===== config.mk =====
export PLATFORM = sky130hd
export DESIGN_NAME = sdsc_ctrl
export DESIGN_NICKNAME = d
export VERILOG_FILES = /design/src/sdsc_pkg.sv /design/src/sdsc_ctrl.sv /design/src/sdsc_xfer_step.sv
export SDC_FILE = /design/constraint.sdc
export NUM_CORES = 1
export LEC_CHECK = 0
export BUFFER_PORTS_ARGS = -buffer_cell sky130_fd_sc_hd__buf_2
export CORE_ASPECT_RATIO = 0.75
export CORE_MARGIN = 2
export CORE_UTILIZATION = 62
export CTS_BUF_LIST = sky130_fd_sc_hd__clkbuf_4 sky130_fd_sc_hd__clkbuf_8
export CTS_CLUSTER_SIZE = 25
export DETAILED_ROUTE_END_ITERATION = 16
export HOLD_SLACK_MARGIN = 0.12
export MAX_ROUTING_LAYER = met4
export PLACE_DENSITY = 0.82
export SYNTH_ARGS = -nofsm -noshare
export SYNTH_HDL_FRONTEND = slang
export SYNTH_SLANG_ARGS = --single-unit

===== constraint.sdc =====
create_clock -name core_clk_i -period 4.5 [get_ports core_clk_i]
set_clock_uncertainty 0.15 [all_clocks]
set_input_delay 0.9 -clock core_clk_i [delete_from_list [all_inputs] [get_ports core_clk_i]]
set_output_delay 0.9 -clock core_clk_i [all_outputs]
set_load 0.005 [all_outputs]

===== src/sdsc_pkg.sv =====
// Constants and types for the socket distributed-channel slave control
package sdsc_pkg;
   // Register window offsets
   localparam logic [3:0] SDSC_OFS_ADDR_LO  = 4'h0;
   localparam logic [3:0] SDSC_OFS_ADDR_HI  = 4'h1;
   localparam logic [3:0] SDSC_OFS_PAGE     = 4'h2;
   localparam logic [3:0] SDSC_OFS_CNT_LO   = 4'h4;
   localparam logic [3:0] SDSC_OFS_CNT_HI   = 4'h5;
   localparam logic [3:0] SDSC_OFS_STATUS   = 4'h8;
   localparam logic [3:0] SDSC_OFS_REQUEST  = 4'h9;
   localparam logic [3:0] SDSC_OFS_MODE     = 4'hb;
   localparam logic [3:0] SDSC_OFS_MCLR     = 4'hd;
   localparam logic [3:0] SDSC_OFS_MASK     = 4'hf;

   // Field positions
   localparam int SDSC_STAT_REQ_LSB  = 4;
   localparam int SDSC_STAT_TC_LSB   = 0;
   localparam int SDSC_CMD_DIS_BIT   = 2;
   localparam int SDSC_MODE_SEL_MSB  = 7;
   localparam int SDSC_MODE_SEL_LSB  = 6;
   localparam int SDSC_MODE_DIR_BIT  = 5;
   localparam int SDSC_MODE_AUTO_BIT = 4;
   localparam int SDSC_MODE_TYPE_MSB = 3;
   localparam int SDSC_MODE_TYPE_LSB = 2;
   localparam int SDSC_MASK_BIT      = 0;

   // Reset values and the all-ones flag nibble
   localparam logic [7:0]  SDSC_BYTE_RST  = 8'h00;
   localparam logic [15:0] SDSC_WORD_RST  = 16'h0000;
   localparam logic [1:0]  SDSC_FIELD_RST = 2'h0;
   localparam logic        SDSC_MASK_RST  = 1'b1;
   localparam logic        SDSC_DIS_RST   = 1'b0;
   localparam logic [3:0]  SDSC_NIB_ONES  = 4'hf;
   localparam logic [3:0]  SDSC_NIB_ZERO  = 4'h0;

   // Transfer mode and type encodings
   localparam logic [1:0] SDSC_XM_DEMAND = 2'h0;
   localparam logic [1:0] SDSC_XM_SINGLE = 2'h1;
   localparam logic [1:0] SDSC_XM_BLOCK  = 2'h2;
   localparam logic [1:0] SDSC_XM_RSVD   = 2'h3;
   localparam logic [1:0] SDSC_XT_NONE   = 2'h0;
   localparam logic [1:0] SDSC_XT_MEMWR  = 2'h1;
   localparam logic [1:0] SDSC_XT_MEMRD  = 2'h2;

   // Per-transfer steps
   localparam logic [15:0] SDSC_CNT_STEP8  = 16'h0001;
   localparam logic [15:0] SDSC_CNT_STEP16 = 16'h0002;
   localparam logic [15:0] SDSC_ADDR_STEP  = 16'h0001;

   typedef enum logic [1:0] {
      SDSC_IDLE,
      SDSC_RUN,
      SDSC_GAP,
      SDSC_HALT
   } sdsc_state_e;
endpackage


===== src/sdsc_ctrl.sv =====
// Socket distributed-channel slave control: registers and transfer sequencing
`timescale 1ns/1ps
module sdsc_ctrl
   import sdsc_pkg::*;
#(
   parameter int CNT_W = 16
)
(
   input  wire logic        core_clk_i,     // Clock
   input  wire logic        rst_i,          // Async reset, active high
   input  wire logic [3:0]  reg_addr_i,     // Window offset
   input  wire logic        reg_wr_i,       // Write strobe
   input  wire logic        reg_rd_i,       // Read strobe
   input  wire logic [7:0]  reg_wdata_i,    // Write data
   output logic      [7:0]  reg_rdata_o,    // Read data
   input  wire logic        card_dreq_i,    // Card request line
   input  wire logic        card_present_i, // Card in socket
   input  wire logic        xfer_ack_i,     // One transfer completed
   input  wire logic        xfer_wide_i,    // 16-bit transfer mode
   output logic             dma_req_o,      // Request to host master
   output logic             dma_mem_wr_o,   // Card to memory direction
   output logic      [23:0] dma_addr_o,     // Page and current address
   output logic             tc_o            // Terminal count pulse
);
   logic             wr_status;
   logic             wr_request;
   logic             wr_mode;
   logic             wr_mask;
   logic             mclr;
   logic             rd_status;
   logic             dreq_ok;
   logic             go;
   logic             xfer_done;
   logic             tc_evt;
   logic             rearm;
   logic [15:0]      next_addr;
   logic [CNT_W-1:0] next_cnt;
   logic             last;
   logic [7:0]       rdata_nxt;
   logic [15:0]      base_addr_r;
   logic [15:0]      cur_addr_r;
   logic [7:0]       page_r;
   logic [CNT_W-1:0] base_cnt_r;
   logic [CNT_W-1:0] cur_cnt_r;
   logic             ctrl_dis_r;
   logic [1:0]       xfer_mode_r;
   logic             addr_dir_r;
   logic             auto_rel_r;
   logic [1:0]       xfer_type_r;
   logic             mask_r;
   logic             present_r;
   logic [3:0]       tc_flag_r;
   logic             sw_req_r;
   sdsc_state_e      state_r;
   sdsc_state_e      state_nxt;

   // Register strobes
   always_comb
   begin
      wr_status  = reg_wr_i && (reg_addr_i == SDSC_OFS_STATUS);
      wr_request = reg_wr_i && (reg_addr_i == SDSC_OFS_REQUEST);
      wr_mode    = reg_wr_i && (reg_addr_i == SDSC_OFS_MODE);
      wr_mask    = reg_wr_i && (reg_addr_i == SDSC_OFS_MASK);
      mclr       = reg_wr_i && (reg_addr_i == SDSC_OFS_MCLR);
      rd_status  = reg_rd_i && (reg_addr_i == SDSC_OFS_STATUS);
   end

   sdsc_xfer_step #(
      .CNT_W (CNT_W)
   ) u_step (
      .cur_addr_i  (cur_addr_r),
      .cur_cnt_i   (cur_cnt_r),
      .addr_down_i (addr_dir_r),
      .wide_i      (xfer_wide_i),
      .next_addr_o (next_addr),
      .next_cnt_o  (next_cnt),
      .last_o      (last)
   );

   // Channel qualification
   always_comb
   begin
      dreq_ok   = card_dreq_i && !mask_r;
      go        = !ctrl_dis_r
                  && (xfer_type_r != SDSC_XT_NONE)
                  && (xfer_mode_r != SDSC_XM_RSVD);
      xfer_done = (state_r == SDSC_RUN) && xfer_ack_i;
      tc_evt    = xfer_done && last;
      rearm     = reg_wr_i && (reg_addr_i == SDSC_OFS_ADDR_LO
                  || reg_addr_i == SDSC_OFS_ADDR_HI
                  || reg_addr_i == SDSC_OFS_CNT_LO
                  || reg_addr_i == SDSC_OFS_CNT_HI
                  || reg_addr_i == SDSC_OFS_MODE);
   end

   // Transfer sequencing
   always_comb
   begin
      state_nxt = state_r;
      case (state_r)
         SDSC_IDLE:
            if (go && (dreq_ok
                || (xfer_mode_r == SDSC_XM_BLOCK && sw_req_r)))
               state_nxt = SDSC_RUN;
         SDSC_RUN:
         begin
            if (!go)
               state_nxt = SDSC_IDLE;
            else if (tc_evt)
               state_nxt = auto_rel_r ? SDSC_IDLE : SDSC_HALT;
            else if (xfer_done && xfer_mode_r == SDSC_XM_SINGLE)
               state_nxt = SDSC_GAP;
            else if (xfer_mode_r == SDSC_XM_DEMAND && !dreq_ok)
               state_nxt = SDSC_IDLE;
         end
         SDSC_GAP:
            if (!card_dreq_i || !go)
               state_nxt = SDSC_IDLE;
         SDSC_HALT:
            if (rearm)
               state_nxt = SDSC_IDLE;
         default:
            state_nxt = SDSC_IDLE;
      endcase
      if (mclr)
         state_nxt = SDSC_IDLE;
   end

   always_ff @(posedge core_clk_i or posedge rst_i)
   begin
      if (rst_i)
      begin
         state_r   <= SDSC_IDLE;
         dma_req_o <= 1'b0;
      end
      else
      begin
         state_r   <= state_nxt;
         dma_req_o <= (state_nxt == SDSC_RUN);
      end
   end

   // Software request, dropped at terminal count
   always_ff @(posedge core_clk_i or posedge rst_i)
   begin
      if (rst_i)
         sw_req_r <= 1'b0;
      else if (mclr || tc_evt)
         sw_req_r <= 1'b0;
      else if (wr_request)
         sw_req_r <= 1'b1;
   end

   // Command register
   always_ff @(posedge core_clk_i or posedge rst_i)
   begin
      if (rst_i)
         ctrl_dis_r <= SDSC_DIS_RST;
      else if (mclr)
         ctrl_dis_r <= SDSC_DIS_RST;
      else if (wr_status)
         ctrl_dis_r <= reg_wdata_i[SDSC_CMD_DIS_BIT];
   end

   // Mode register
   always_ff @(posedge core_clk_i or posedge rst_i)
   begin
      if (rst_i)
      begin
         xfer_mode_r <= SDSC_XM_DEMAND;
         addr_dir_r  <= 1'b0;
         auto_rel_r  <= 1'b0;
         xfer_type_r <= SDSC_XT_NONE;
      end
      else if (mclr)
      begin
         xfer_mode_r <= SDSC_XM_DEMAND;
         addr_dir_r  <= 1'b0;
         auto_rel_r  <= 1'b0;
         xfer_type_r <= SDSC_XT_NONE;
      end
      else if (wr_mode)
      begin
         xfer_mode_r <= reg_wdata_i[SDSC_MODE_SEL_MSB:SDSC_MODE_SEL_LSB];
         addr_dir_r  <= reg_wdata_i[SDSC_MODE_DIR_BIT];
         auto_rel_r  <= reg_wdata_i[SDSC_MODE_AUTO_BIT];
         xfer_type_r <= reg_wdata_i[SDSC_MODE_TYPE_MSB:SDSC_MODE_TYPE_LSB];
      end
   end

   // Mask bit: removal sets it and wins over a software write
   always_ff @(posedge core_clk_i or posedge rst_i)
   begin
      if (rst_i)
      begin
         mask_r    <= SDSC_MASK_RST;
         present_r <= 1'b0;
      end
      else
      begin
         present_r <= card_present_i;
         if (present_r && !card_present_i)
            mask_r <= 1'b1;
         else if (mclr)
            mask_r <= SDSC_MASK_RST;
         else if (wr_mask)
            mask_r <= reg_wdata_i[SDSC_MASK_BIT];
      end
   end

   // Terminal count flags: set wins over clear on read
   always_ff @(posedge core_clk_i or posedge rst_i)
   begin
      if (rst_i)
         tc_flag_r <= SDSC_NIB_ZERO;
      else if (tc_evt)
         tc_flag_r <= SDSC_NIB_ONES;
      else if (mclr || rd_status)
         tc_flag_r <= SDSC_NIB_ZERO;
   end

   always_ff @(posedge core_clk_i or posedge rst_i)
   begin
      if (rst_i)
         tc_o <= 1'b0;
      else
         tc_o <= tc_evt;
   end

   // Address and page registers
   always_ff @(posedge core_clk_i or posedge rst_i)
   begin
      if (rst_i)
      begin
         base_addr_r <= SDSC_WORD_RST;
         cur_addr_r  <= SDSC_WORD_RST;
         page_r      <= SDSC_BYTE_RST;
      end
      else if (mclr)
      begin
         base_addr_r <= SDSC_WORD_RST;
         cur_addr_r  <= SDSC_WORD_RST;
         page_r      <= SDSC_BYTE_RST;
      end
      else if (reg_wr_i && reg_addr_i == SDSC_OFS_ADDR_LO)
      begin
         base_addr_r[7:0] <= reg_wdata_i;
         cur_addr_r       <= {base_addr_r[15:8], reg_wdata_i};
      end
      else if (reg_wr_i && reg_addr_i == SDSC_OFS_ADDR_HI)
      begin
         base_addr_r[15:8] <= reg_wdata_i;
         cur_addr_r        <= {reg_wdata_i, base_addr_r[7:0]};
      end
      else if (reg_wr_i && reg_addr_i == SDSC_OFS_PAGE)
         page_r <= reg_wdata_i;
      else if (tc_evt && auto_rel_r)
         cur_addr_r <= base_addr_r;
      else if (xfer_done)
         cur_addr_r <= next_addr;
   end

   // Count registers
   always_ff @(posedge core_clk_i or posedge rst_i)
   begin
      if (rst_i)
      begin
         base_cnt_r <= SDSC_WORD_RST[CNT_W-1:0];
         cur_cnt_r  <= SDSC_WORD_RST[CNT_W-1:0];
      end
      else if (mclr)
      begin
         base_cnt_r <= SDSC_WORD_RST[CNT_W-1:0];
         cur_cnt_r  <= SDSC_WORD_RST[CNT_W-1:0];
      end
      else if (reg_wr_i && reg_addr_i == SDSC_OFS_CNT_LO)
      begin
         base_cnt_r[7:0] <= reg_wdata_i;
         cur_cnt_r       <= {base_cnt_r[CNT_W-1:8], reg_wdata_i};
      end
      else if (reg_wr_i && reg_addr_i == SDSC_OFS_CNT_HI)
      begin
         base_cnt_r[15:8] <= reg_wdata_i;
         cur_cnt_r        <= {reg_wdata_i, base_cnt_r[7:0]};
      end
      else if (tc_evt && auto_rel_r)
         cur_cnt_r <= base_cnt_r;
      else if (xfer_done)
         cur_cnt_r <= next_cnt;
   end

   // Read data mux
   always_comb
   begin
      rdata_nxt = SDSC_BYTE_RST;
      case (reg_addr_i)
         SDSC_OFS_ADDR_LO: rdata_nxt = cur_addr_r[7:0];
         SDSC_OFS_ADDR_HI: rdata_nxt = cur_addr_r[15:8];
         SDSC_OFS_PAGE:    rdata_nxt = page_r;
         SDSC_OFS_CNT_LO:  rdata_nxt = cur_cnt_r[7:0];
         SDSC_OFS_CNT_HI:  rdata_nxt = cur_cnt_r[15:8];
         SDSC_OFS_STATUS:
         begin
            rdata_nxt[SDSC_STAT_REQ_LSB +: 4] =
               card_dreq_i ? SDSC_NIB_ONES : SDSC_NIB_ZERO;
            rdata_nxt[SDSC_STAT_TC_LSB +: 4] = tc_flag_r;
         end
         SDSC_OFS_MODE:
         begin
            rdata_nxt[SDSC_MODE_SEL_MSB:SDSC_MODE_SEL_LSB] = xfer_mode_r;
            rdata_nxt[SDSC_MODE_DIR_BIT] = addr_dir_r;
            rdata_nxt[SDSC_MODE_AUTO_BIT] = auto_rel_r;
            rdata_nxt[SDSC_MODE_TYPE_MSB:SDSC_MODE_TYPE_LSB] = xfer_type_r;
            // Bits 1-0 stay zero
         end
         SDSC_OFS_MASK:
            rdata_nxt[SDSC_MASK_BIT] = mask_r;
         default:
            rdata_nxt = SDSC_BYTE_RST;
      endcase
   end

   always_ff @(posedge core_clk_i or posedge rst_i)
   begin
      if (rst_i)
         reg_rdata_o <= SDSC_BYTE_RST;
      else if (reg_rd_i)
         reg_rdata_o <= rdata_nxt;
   end

   // Outbound transfer attributes
   always_ff @(posedge core_clk_i or posedge rst_i)
   begin
      if (rst_i)
      begin
         dma_mem_wr_o <= 1'b0;
         dma_addr_o   <= {SDSC_BYTE_RST, SDSC_WORD_RST};
      end
      else
      begin
         dma_mem_wr_o <= (xfer_type_r == SDSC_XT_MEMWR);
         dma_addr_o   <= {page_r, cur_addr_r};
      end
   end
endmodule


===== src/sdsc_xfer_step.sv =====
// Next address and count after one completed transfer
`timescale 1ns/1ps
module sdsc_xfer_step
   import sdsc_pkg::*;
#(
   parameter int CNT_W = 16
)
(
   input  wire logic [15:0]      cur_addr_i,  // Current address
   input  wire logic [CNT_W-1:0] cur_cnt_i,   // Current byte count
   input  wire logic             addr_down_i, // Address steps downward
   input  wire logic             wide_i,      // 16-bit transfer mode
   output logic      [15:0]      next_addr_o, // Address after transfer
   output logic      [CNT_W-1:0] next_cnt_o,  // Count after transfer
   output logic                  last_o       // Transfer ends the count
);
   logic [CNT_W-1:0] step;

   always_comb
   begin
      step = wide_i ? SDSC_CNT_STEP16[CNT_W-1:0] : SDSC_CNT_STEP8[CNT_W-1:0];
      next_cnt_o = cur_cnt_i - step;
      last_o = (cur_cnt_i <= step);
      if (addr_down_i)
         next_addr_o = cur_addr_i - SDSC_ADDR_STEP;
      else
         next_addr_o = cur_addr_i + SDSC_ADDR_STEP;
   end
endmodule


* Word-level counts from Yosys, hierarchy flattened
Cells that the tools add are included.
Storage, ports and cells: register bits after elaboration 123, input port bits 20, output and inout bits 35, logic and storage cells 160
Cells by class: add/sub/neg operators 3, order comparisons 1, equal/unequal tests 21, multiplexer cells 56, reduce and logical (&&, ||, !) cells 57
Operator list (number):
- $mux W16 | 14
- $mux W8 | 10
- $pmux W6 S7 | 1
- $mux W2 | 14
- $logic_and A1 B1 Y1 | 23
- $eq A4 B4 Y1 const B | 5
- $reduce_bool A2 Y1 | 10
- $add A16 B1 Y16 const B | 1
- $le A16 B16 Y1 | 1
- $sub A16 B1 Y16 const B | 1
- $sub A16 B16 Y16 | 1
- $mux W4 | 3
- $mux W1 | 11
- $reduce_bool A5 Y1 | 2
- $eq A2 B1 Y1 const B | 4
- $eq A4 B3 Y1 const B | 2
- $logic_or A1 B1 Y1 | 8
- $ne A2 B2 Y1 const B | 4
- $pmux W2 S4 | 1
- $pmux W1 S7 | 1
- $eq A2 B2 Y1 const B | 3
- $logic_not A1 Y1 | 6
- $pmux W1 S6 | 1
- $reduce_and A2 Y1 | 3
- other kinds (7) | 8

* Logic depth before layout (Yosys ltp)
Gate-level depths: netlist of the first run.
depth after elaboration 11, depth in mapped cells 11, depth with buffers taken out 10

* Hierarchy
From an unflattened synthesis of the first run, not the netlist that was laid out.
Second synthesis, totals: cells, all modules 775, area total of the unflattened synthesis 7216.9 um2
By module, submodules not included:
- sdsc_ctrl | times used 1, cells an instance 632, area each 6164.7 um2, seq. area each 3004.1 um2
- sdsc_xfer_step | times used 1, cells an instance 143, area each 1052.3 um2, seq. area each 0.0 um2

* Least setup slack after synthesis of the first run
No wires, ideal clock.
kind input-to-reg, start in xfer_wide_i, end reg cur_cnt_r[3], setup time 135 ps, data arrival time 2999 ps, data required time 4215 ps, slack 1216 ps, cell stages on the path 11, path buffers 1, cell sequence inv_1 ha_1 inv_1 fa_1 a21boi_2 nand4b_1 o21ai_4 buf_4 a21oi_1 a211oi_1 o31ai_1
Between the ends: longest elaborated chain between the ends 8, elaborated cells on any way between the ends 11, classes of those cells 1 x add/sub; 1 x order compare; 6 x mux; 3 x reduce/logical
Ends and longest elaborated chain:
- start: declaration | RTL line sdsc_ctrl.sv:19 | input wire logic xfer_wide_i,
- $mux W2 * | RTL line sdsc_xfer_step.sv:21 | step = wide_i ? SDSC_CNT_STEP16[CNT_W-1:0] : SDSC_CNT_STEP8[CNT_W-1:0];
- $le A16 B16 Y1 | RTL line sdsc_xfer_step.sv:23 | last_o = (cur_cnt_i <= step);
- $logic_and A1 B1 Y1 | RTL line sdsc_ctrl.sv:88 | tc_evt = xfer_done && last;
- $logic_and A1 B1 Y1 | RTL line sdsc_ctrl.sv:286 | else if (tc_evt && auto_rel_r)
- $mux W16 | RTL line sdsc_ctrl.sv:286
- $mux W16 | RTL line sdsc_ctrl.sv:281 | else if (reg_wr_i && reg_addr_i == SDSC_OFS_CNT_HI)
- $mux W16 | RTL line sdsc_ctrl.sv:276 | else if (reg_wr_i && reg_addr_i == SDSC_OFS_CNT_LO)
- $mux W16 | RTL line sdsc_ctrl.sv:271 | else if (mclr)
- end signal: assignment | RTL line sdsc_ctrl.sv:274 | cur_cnt_r <= SDSC_WORD_RST[CNT_W-1:0];
- end signal: assignment | RTL line sdsc_ctrl.sv:279 | cur_cnt_r <= {base_cnt_r[CNT_W-1:8], reg_wdata_i};
- end signal: assignment | RTL line sdsc_ctrl.sv:287 | cur_cnt_r <= base_cnt_r;
- end: declaration | RTL line sdsc_ctrl.sv:44 | logic [CNT_W-1:0] cur_cnt_r;
Every way passes the cells marked *; elsewhere a longest branch is shown, timed or not. The select of a mux whose other input is x is not followed. A chain may end at the register's enable or synchronous reset.

* Final worst setup path of the first run
start in xfer_wide_i, end reg cur_cnt_r[6]
The elaborated chain is that of the path after synthesis.

==> run summary, run 1 <==
• 0 — remaining global-route overflow
• 1051 ps — minimum setup slack in the final design
• 0 — number of setup buffers added after CTS
• register to register — path class of the lowest-slack min-delay path
• 33 — number of rows created at floorplan
• 0 ps — Post-Route Setup TNS
• 290.0 MHz — fmax
• 5865 — vias in the first global route
• 3.515% — adder and majority gate portion of the synthesized area
• 30.88% — Max-Slew Margin vs Limit
• 17 — TritonCTS buffer count
• 3.364 nW — Pleak
• 88 — number of library cell types mapped by synthesis
• 2.691% — post-synthesis xor/xnor area fraction
• input port to register — kind of critical path
• 4 — Clock H-tree levels
• 11.86% — relative area change from synthesis to final layout
• 0 — cts repair resizes
• 6 — total iterations of the first detailed-routing run
• built — clock tree from TritonCTS
• 100.0% — share of flip-flops with an asynchronous set or reset after synthesis
• 70 ps — clock input transition at the sequential cells of the worst setup and hold paths
• 4680 ps — required time at the endpoint of the critical path
• 2.307% — fraction of synthesized area in multiplexers
• compound AO/OA/AOI/OAI gates — combinational family with the most area after synthesis
• 33.11 mm — wire length of the first global-routing pass
• 2 — maximum number of buffers from clock root to sink
• finished, final reports clean — run status
• 39.3% — Sequential Power Share
• 125.2 um — Die Span X
• 15 — peak fanout along the critical path
• 1.660 mW — switching power of the nets
• 21.18 mm — final wirelength
• 14.93 mm — half-perimeter wire length of the detailed placement result
• 0 — Max-Cap Viols
• 55 — ports placed on the boundary
• 0 — antenna violations before repair
• 22.65 um — WL/cell
• input port — Worst Setup Start Kind
• 43.96% — share of the yosys chip area belonging to registers
• 1033 ps — slew at the pin with the worst max-slew slack
• 0 — DRC
• 2.712 mW — cell-internal power
• 10820 um2 — Core Footprint
• 20.32% — post-synthesis simple-gate area fraction
• 7176 um2 — Post-DP Area
• 643.8 ps — setup slack after placement
• 571.9 nW/um2 — pwr/cell area
• 64 — largest net degree at the start of global routing
• 6834 um2 — cell area after synthesis
• 0 — final max-slew violation count
• 54 — total of buffers placed on input and output ports
• 903 — Cells after DPL
• 34.3% — combinational group share of total power
• 6.899 — vias per std cell
• 0 — final number of setup-violating endpoints
• 120 — flops & latches, synth
• register — endpoint kind of the worst setup timing path
• 0 — number of warnings reported in the yosys synthesis log
• 7645 um2 — summed area of non-filler cells in the final layout
• 0 — total inserted antenna cells
• 76.64% — final worst-path cycle share
• 26.4% — part of the power in the clock network
• 0 — count of antenna-violating nets left after detailed routing
• false — unrepaired setup endpoints after global routing
• 37.97% — sw frac
• 264.9 ps — worst hold slack after final layout
• 3449 ps — minimum clock period
• 16.35% — share of cells above drive strength 1
• 6451 — via total after detailed routing
• sky130_fd_sc_hd__clkbuf_8 — CTS Root Buffer Type
• 9.198 um2 — average cell area after synthesis
• 3630 ps — critical path arrival
• 120 — clock sink total
• 0 — number of synthesized flops with an enable pin
• 0 — Final Hold Viols
• 820 — NumNets Final
• 63.17% — initial core utilization
• 23.07% — complex-gate fraction of the synthesized area
• 743 — number of cells produced by synthesis
• 37.62% — overall global routing resource usage
• 781 — net count of the mapped netlist
• 0 — number of buffers inserted by hold repair at cts
• sky130_fd_sc_hd__dfrtp_1 — most used flip-flop cell after synthesis
• 935 — final cell count without fillers
• 764 — number of violations reported at the end of detailed-routing iteration 0
• 11890 um2 — Die Outline Area
• 440 ps — clock latency of the later-clocked register in the worst-skew pair
• 94.93 um — floorplan die height
• 361.6 uV — Worst VDD drop
• 1.026 — RePlAce Congestion
power by group through the flow:
stage | sequential (mW) | clock [mW] | combinational (mW)
finish | 1.72 | 1.15 | 1.50
global placement | 1.71 | 0 | 1.40
global route | 1.74 | 1.21 | 1.66
floorplan | 1.58 | 0 | 1.09
detailed placement | 1.72 | 0 | 1.47
CTS | 1.70 | 1.16 | 1.48
sequential cells by signal (all words and copies together), names as in the netlist, 2 cells and up:
name         count
state_r          2
cur_addr_r      16
xfer_mode_r      2
base_addr_r     16
page_r           8
cur_cnt_r       16
reg_rdata_o      8
xfer_type_r      2
base_cnt_r      16
dma_addr_o      24
Yosys cell counts, types with 10 or more instances:
cell type                  count  area, um2
sky130_fd_sc_hd__dfrtp_1     119       2978
sky130_fd_sc_hd__nand2_1     119      446.7
sky130_fd_sc_hd__a21oi_1      61      305.3
sky130_fd_sc_hd__nor2_1       41      153.9
sky130_fd_sc_hd__nand3_1      35      175.2
sky130_fd_sc_hd__clkbuf_1     26      97.59
sky130_fd_sc_hd__o21ai_0      26      130.1
sky130_fd_sc_hd__inv_1        20      75.07
sky130_fd_sc_hd__xnor2_1      17      148.9
sky130_fd_sc_hd__ha_1         16      200.2
sky130_fd_sc_hd__a31oi_1      14      87.58
sky130_fd_sc_hd__nor3_1       11      55.05
sky130_fd_sc_hd__o21ai_1      11      55.05
sky130_fd_sc_hd__o221ai_1     10      87.58
sky130_fd_sc_hd__o31ai_1      10      75.07
cell usage in the layout (no fill, tap or decap), types with 16 or more instances in the layout:
cell type / synthesis / routed
sky130_fd_sc_hd__inv_1: 20 / 19
sky130_fd_sc_hd__buf_2: 7 / 54
sky130_fd_sc_hd__nor2_1: 41 / 41
sky130_fd_sc_hd__o21ai_0: 26 / 26
sky130_fd_sc_hd__a21oi_1: 61 / 61
sky130_fd_sc_hd__nand2_1: 119 / 119
sky130_fd_sc_hd__nand3_1: 35 / 35
sky130_fd_sc_hd__ha_1: 16 / 16
sky130_fd_sc_hd__clkbuf_8: 1 / 18
sky130_fd_sc_hd__dfrtp_1: 119 / 119
sky130_fd_sc_hd__xnor2_1: 17 / 17
layout make-up:
cell class                 count  area [um2]
clock buffer                  18       247.7
clock inverter                14       221.5
inverter                      20       77.57
sequential                   120        3004
tap                          140       175.2
timing repair buffer          65       365.4
fill                         857        3173
multi-input combinational    558        3553
critical path, stage by stage:
cell and delay (ps):
sky130_fd_sc_hd__buf_2 90, sky130_fd_sc_hd__inv_1 110, sky130_fd_sc_hd__ha_1 190, sky130_fd_sc_hd__inv_1 50, sky130_fd_sc_hd__fa_1 420, sky130_fd_sc_hd__a21boi_2 210
sky130_fd_sc_hd__nand4b_1 470, sky130_fd_sc_hd__o21ai_4 580, sky130_fd_sc_hd__mux2i_1 240, sky130_fd_sc_hd__o22ai_1 80, sky130_fd_sc_hd__a22o_2 260
through the flow:
step	total power [mW]	util, %
global placement	3.116	66.33
CTS	4.336	70.67
detailed placement	3.187	66.33
global route	4.605	70.67
floorplan	2.679	-
finish	4.372	70.67
worst paths after layout:
check                            endpoint  slack, ps         start  depth (start not counted)
min in group asynchronous  base_addr_r[8]        430         rst_i                          2
hold / removal             dma_addr_o[20]        260     page_r[4]                          0
max in group asynchronous   base_cnt_r[3]       2980         rst_i                          3
setup reg to reg             cur_cnt_r[6]       1280  cur_cnt_r[0]                         10
hold reg to reg            dma_addr_o[20]        260     page_r[4]                          0
setup / recovery             cur_cnt_r[6]       1050   xfer_wide_i                         11
logic make-up (layout without fill, tap and decap cells):
group                      Yosys count  in the layout
and+or+nand+nor                    278            278
AOI/OAI and AO/OA                  227            227
DFF                                120            120
muxes                               14             14
buffers and inverters               65            117
adders and majority gates           18             18
xor gates and xnor gates            21             21
routing by layer:
layer / track usage (%) / routed length, um / vias to the layer above
met2: 52.08 / 8998 / 419
met4: 14.72 / 769 / 0
met1: 51.93 / 8757 / 3124
met5: - / 0 / -
li1: - / - / 2828
met3: 11.44 / 2653 / 80
Power figures use the tool's default switching activity.
==> inputs of run 2 (changes only) <==
ABC_AREA = 1   (was not set)
CORE_UTILIZATION = 63   (was 62)
PLACE_DENSITY = 0.83   (was 0.82)
clock period = 3.5 ns   (was 4.5 ns; I/O delays follow)
==> run 2 against run 1 <==
Area after synthesis up 3.6%. Synthesized cell count is 29% higher. Register-to-register slack lost 610 ps. Design area grew 3.2%. Clock-buffer cell count grew 4. Total power grew 32%. Die area grew 1.9%. Combinational power grew 55%. Critical path depth rose by 1. First-iteration DRC count rose by 30%. Hold slack got worse by 79 ps. Critical endpoint is now cur_cnt_r[3].
==> run summary, run 2 <==
• 8.078 mm — wire length on met2
• sky130_fd_sc_hd__dfrtp_1 (42%), sky130_fd_sc_hd__nand2_1 (12%), sky130_fd_sc_hd__nor2_1 (7.8%), sky130_fd_sc_hd__inv_1 (6.3%), sky130_fd_sc_hd__a21oi_1 (4.6%) — Area contributors post-synth
• register to register — kind of critical path
• 0 — number of buffers inserted by hold repair at cts
• sky130_fd_sc_hd__dfrtp_1 — cell type contributing the most total cell area after synthesis
• 31.50 mm — wire length of the first global-routing pass
• sky130_fd_sc_hd__nand2_1 — most common cell in the netlist
• 958 — number of cells produced by synthesis
• 2 — maximum number of buffers from clock root to sink
• 120 — flops & latches, synth
• 14.79 mm — half-perimeter wire length of the detailed placement result
• 5.762 — vias per std cell
• 12 — Worst Reg2Reg Path Length in Cells
• 80 ps — clock input transition at the sequential cells of the worst setup and hold paths
• 0 — remaining global-route overflow
• 17 — TritonCTS buffer count
• 49 — number of library cell types mapped by synthesis
• 24 — max reg flops
• 670.2 ps — minimum setup slack in the final design
• cur_cnt_r[0] — Crit Reg-Reg Startpoint
• cur_cnt_r[3] — endpoint of the most critical register-to-register path
• 42.44% — share of the yosys chip area belonging to registers
• 3020 ps — critical path arrival
• 0 — DRC
• 35.46% — overall global routing resource usage
• finished, final reports clean — run status
• 55 — ports placed on the boundary
• 81 — largest net degree at the start of global routing
• cur_cnt_r[0] — first element of the critical path
• 80.85% — final worst-path cycle share
• 378.8 uV — Worst VDD drop
• 0 — cts repair resizes
• 126.4 um — Die Span X
• 7.388 um2 — average cell area after synthesis
• 5 — total iterations of the first detailed-routing run
• 2.335 mm — amount of wire on met3 after detailed routing
• cur_cnt_r[3] — end point of the critical path
• 2830 ps — minimum clock period
• 5967 — vias in the first global route
• 0 — final number of setup-violating endpoints
• 7078 um2 — cell area after synthesis
• 0 — number of synthesized flops with an enable pin
• 33 — number of rows created at floorplan
• 0 — number of setup buffers added after CTS
• 12110 um2 — Die Outline Area
• 14 — peak fanout along the critical path
• sky130_fd_sc_hd__nand2_1 (230), sky130_fd_sc_hd__nor2_1 (148), sky130_fd_sc_hd__dfrtp_1 (119), sky130_fd_sc_hd__inv_1 (119), sky130_fd_sc_hd__a21oi_1 (65) — top cells by instance count after synthesis
• register — endpoint kind of the worst setup timing path
• input port to asynchronous set/reset pin — path class of the lowest-slack min-delay path
• 120 — clock sink total
• 353.4 MHz — fmax
• 9.190 mm — met1 wire length
• 308.1 ps — setup slack after placement
• 3690 ps — required time at the endpoint of the critical path
• 0 — final max-slew violation count
• 4 — Clock H-tree levels
• dma_addr_o — register with the highest flop count
• 967.5 ps — slew at the pin with the worst max-slew slack
• sky130_fd_sc_hd__clkbuf_8 — CTS Root Buffer Type
• built — clock tree from TritonCTS
• 4.081 nW — Pleak
• sky130_fd_sc_hd__nand2_1 (230), sky130_fd_sc_hd__nor2_1 (148), sky130_fd_sc_hd__dfrtp_1 (119), sky130_fd_sc_hd__inv_1 (118), sky130_fd_sc_hd__a21oi_1 (65) — leading cell types in the layout, fill and taps excluded
• sky130_fd_sc_hd__nand2_1 — most common library cell in the layout ignoring fill and taps
• 20.02 mm — final wirelength
• 0 — Final Hold Viols
• met4 — Top Layer Used
• 100.0% — share of flip-flops with an asynchronous set or reset after synthesis
• 1.052 — RePlAce Congestion
• 14.86% — share of cells above drive strength 1
• 731.4 nW/um2 — pwr/cell area
• 0 ps — Post-Route Setup TNS
• false — unrepaired setup endpoints after global routing
• 991 — number of violations reported at the end of detailed-routing iteration 0
• 670 ps — FF-to-FF setup slack
• 10940 um2 — Core Footprint
• 1061 — NumNets Final
• 1 — antenna violations before repair
• register — Worst Setup Start Kind
• 64.69% — initial core utilization
• 6782 — via total after detailed routing
• 95.80 um — floorplan die height
• 0 — number of warnings reported in the yosys synthesis log
• 450 ps — clock latency of the later-clocked register in the worst-skew pair
• 996 — net count of the mapped netlist
• 11.45% — relative area change from synthesis to final layout
• 0 — Max-Cap Viols
• sky130_fd_sc_hd__dfrtp_1 — most used flip-flop cell after synthesis
• 42.07% — share of the synthesized area in the top cell type
• 17.01 um — WL/cell
• 35.50% — Max-Slew Margin vs Limit
• 0 — count of antenna-violating nets left after detailed routing
• 54 — total of buffers placed on input and output ports
run 2: cell types whose count changed in the layout (fill, tap and decap cells not counted), moves of 12 or more:
cell	previous run	this run
sky130_fd_sc_hd__inv_2	0	12
sky130_fd_sc_hd__inv_1	19	118
sky130_fd_sc_hd__nand3_1	35	52
sky130_fd_sc_hd__nand2_1	119	230
sky130_fd_sc_hd__a31oi_1	14	1
sky130_fd_sc_hd__nor2_1	41	148
sky130_fd_sc_hd__xnor2_1	17	5
sky130_fd_sc_hd__o21ai_0	26	52
run 2: through the flow:
| step | hold WS (ps) | cells | cell area [um2] | util, % | power (mW) |
|---|---|---|---|---|---|
| after detailed placement | 216.5 | 1144 | 7495 | 68.50 | 4.489 |
| after global routing | 221.1 | 1177 | 7889 | 72.10 | 6.194 |
| after floorplan | 203.7 | 958 | 7082 | - | 3.776 |
| after CTS | 197.7 | 1176 | 7886 | 72.08 | 5.716 |
| after global placement | 209.2 | 1144 | 7495 | 68.50 | 4.437 |
| final | 186.3 | 1177 | 7889 | 72.10 | 5.770 |
run 2: worst max-delay path, cell delays in order, from the launching register on:
cell	delay [ps]
sky130_fd_sc_hd__dfrtp_1	360
sky130_fd_sc_hd__inv_1	140
sky130_fd_sc_hd__ha_1	180
sky130_fd_sc_hd__inv_1	60
sky130_fd_sc_hd__fa_1	440
sky130_fd_sc_hd__a21oi_1	360
sky130_fd_sc_hd__nand4_4	330
sky130_fd_sc_hd__nand2_2	320
sky130_fd_sc_hd__inv_1	110
sky130_fd_sc_hd__o21ai_0	90
sky130_fd_sc_hd__nand2_1	70
sky130_fd_sc_hd__nand2_1	50
sky130_fd_sc_hd__o21ai_1	50
run 2: report_power, final:
part | internal (mW) | switching, mW | total, mW
Clock | 0.644 | 0.584 | 1.23
Combinational | 0.871 | 1.46 | 2.33
Sequential | 1.81 | 0.402 | 2.21
run 2: kinds of logic (layout without fill, tap and decap cells):
family,count (synthesis),after routing,synth area share [%]
buffers and inverters,152,230,8.927
AND/OR/NAND/NOR,481,481,29.68
adder cells (fa/ha/maj),18,18,3.394
other,0,1,0
flip-flops,120,120,42.44
XOR/XNOR,13,13,1.609
AO/OA/AOI/OAI,174,174,13.95
run 2: metal layers:
layer,GRT usage [%],vias to the layer above
met4,13.83,0
li1,-,3223
met3,7.782,36
met1,52.35,3104
met5,-,-
met2,47.33,419
run 2: worst min path at each step:
stage	from	cells past startpoint	endpoint
final	rst_i	2	reg_rdata_o[1]
after global routing	card_present_i	1	present_r
after CTS	rst_i	2	reg_rdata_o[4]
after detailed placement	page_r[0]	0	dma_addr_o[16]
after global placement	page_r[3]	0	dma_addr_o[19]
after floorplan	page_r[0]	0	dma_addr_o[16]
run 2: area by class of cell:
cell class                 count  area, um2
fill                         853       3053
sequential                   120       3004
multi-input combinational    686       3442
clock inverter                10      95.09
clock buffer                  22      296.5
tap                          140      175.2
inverter                     135      523.0
timing repair buffer          63      350.3
antenna                        1      2.502
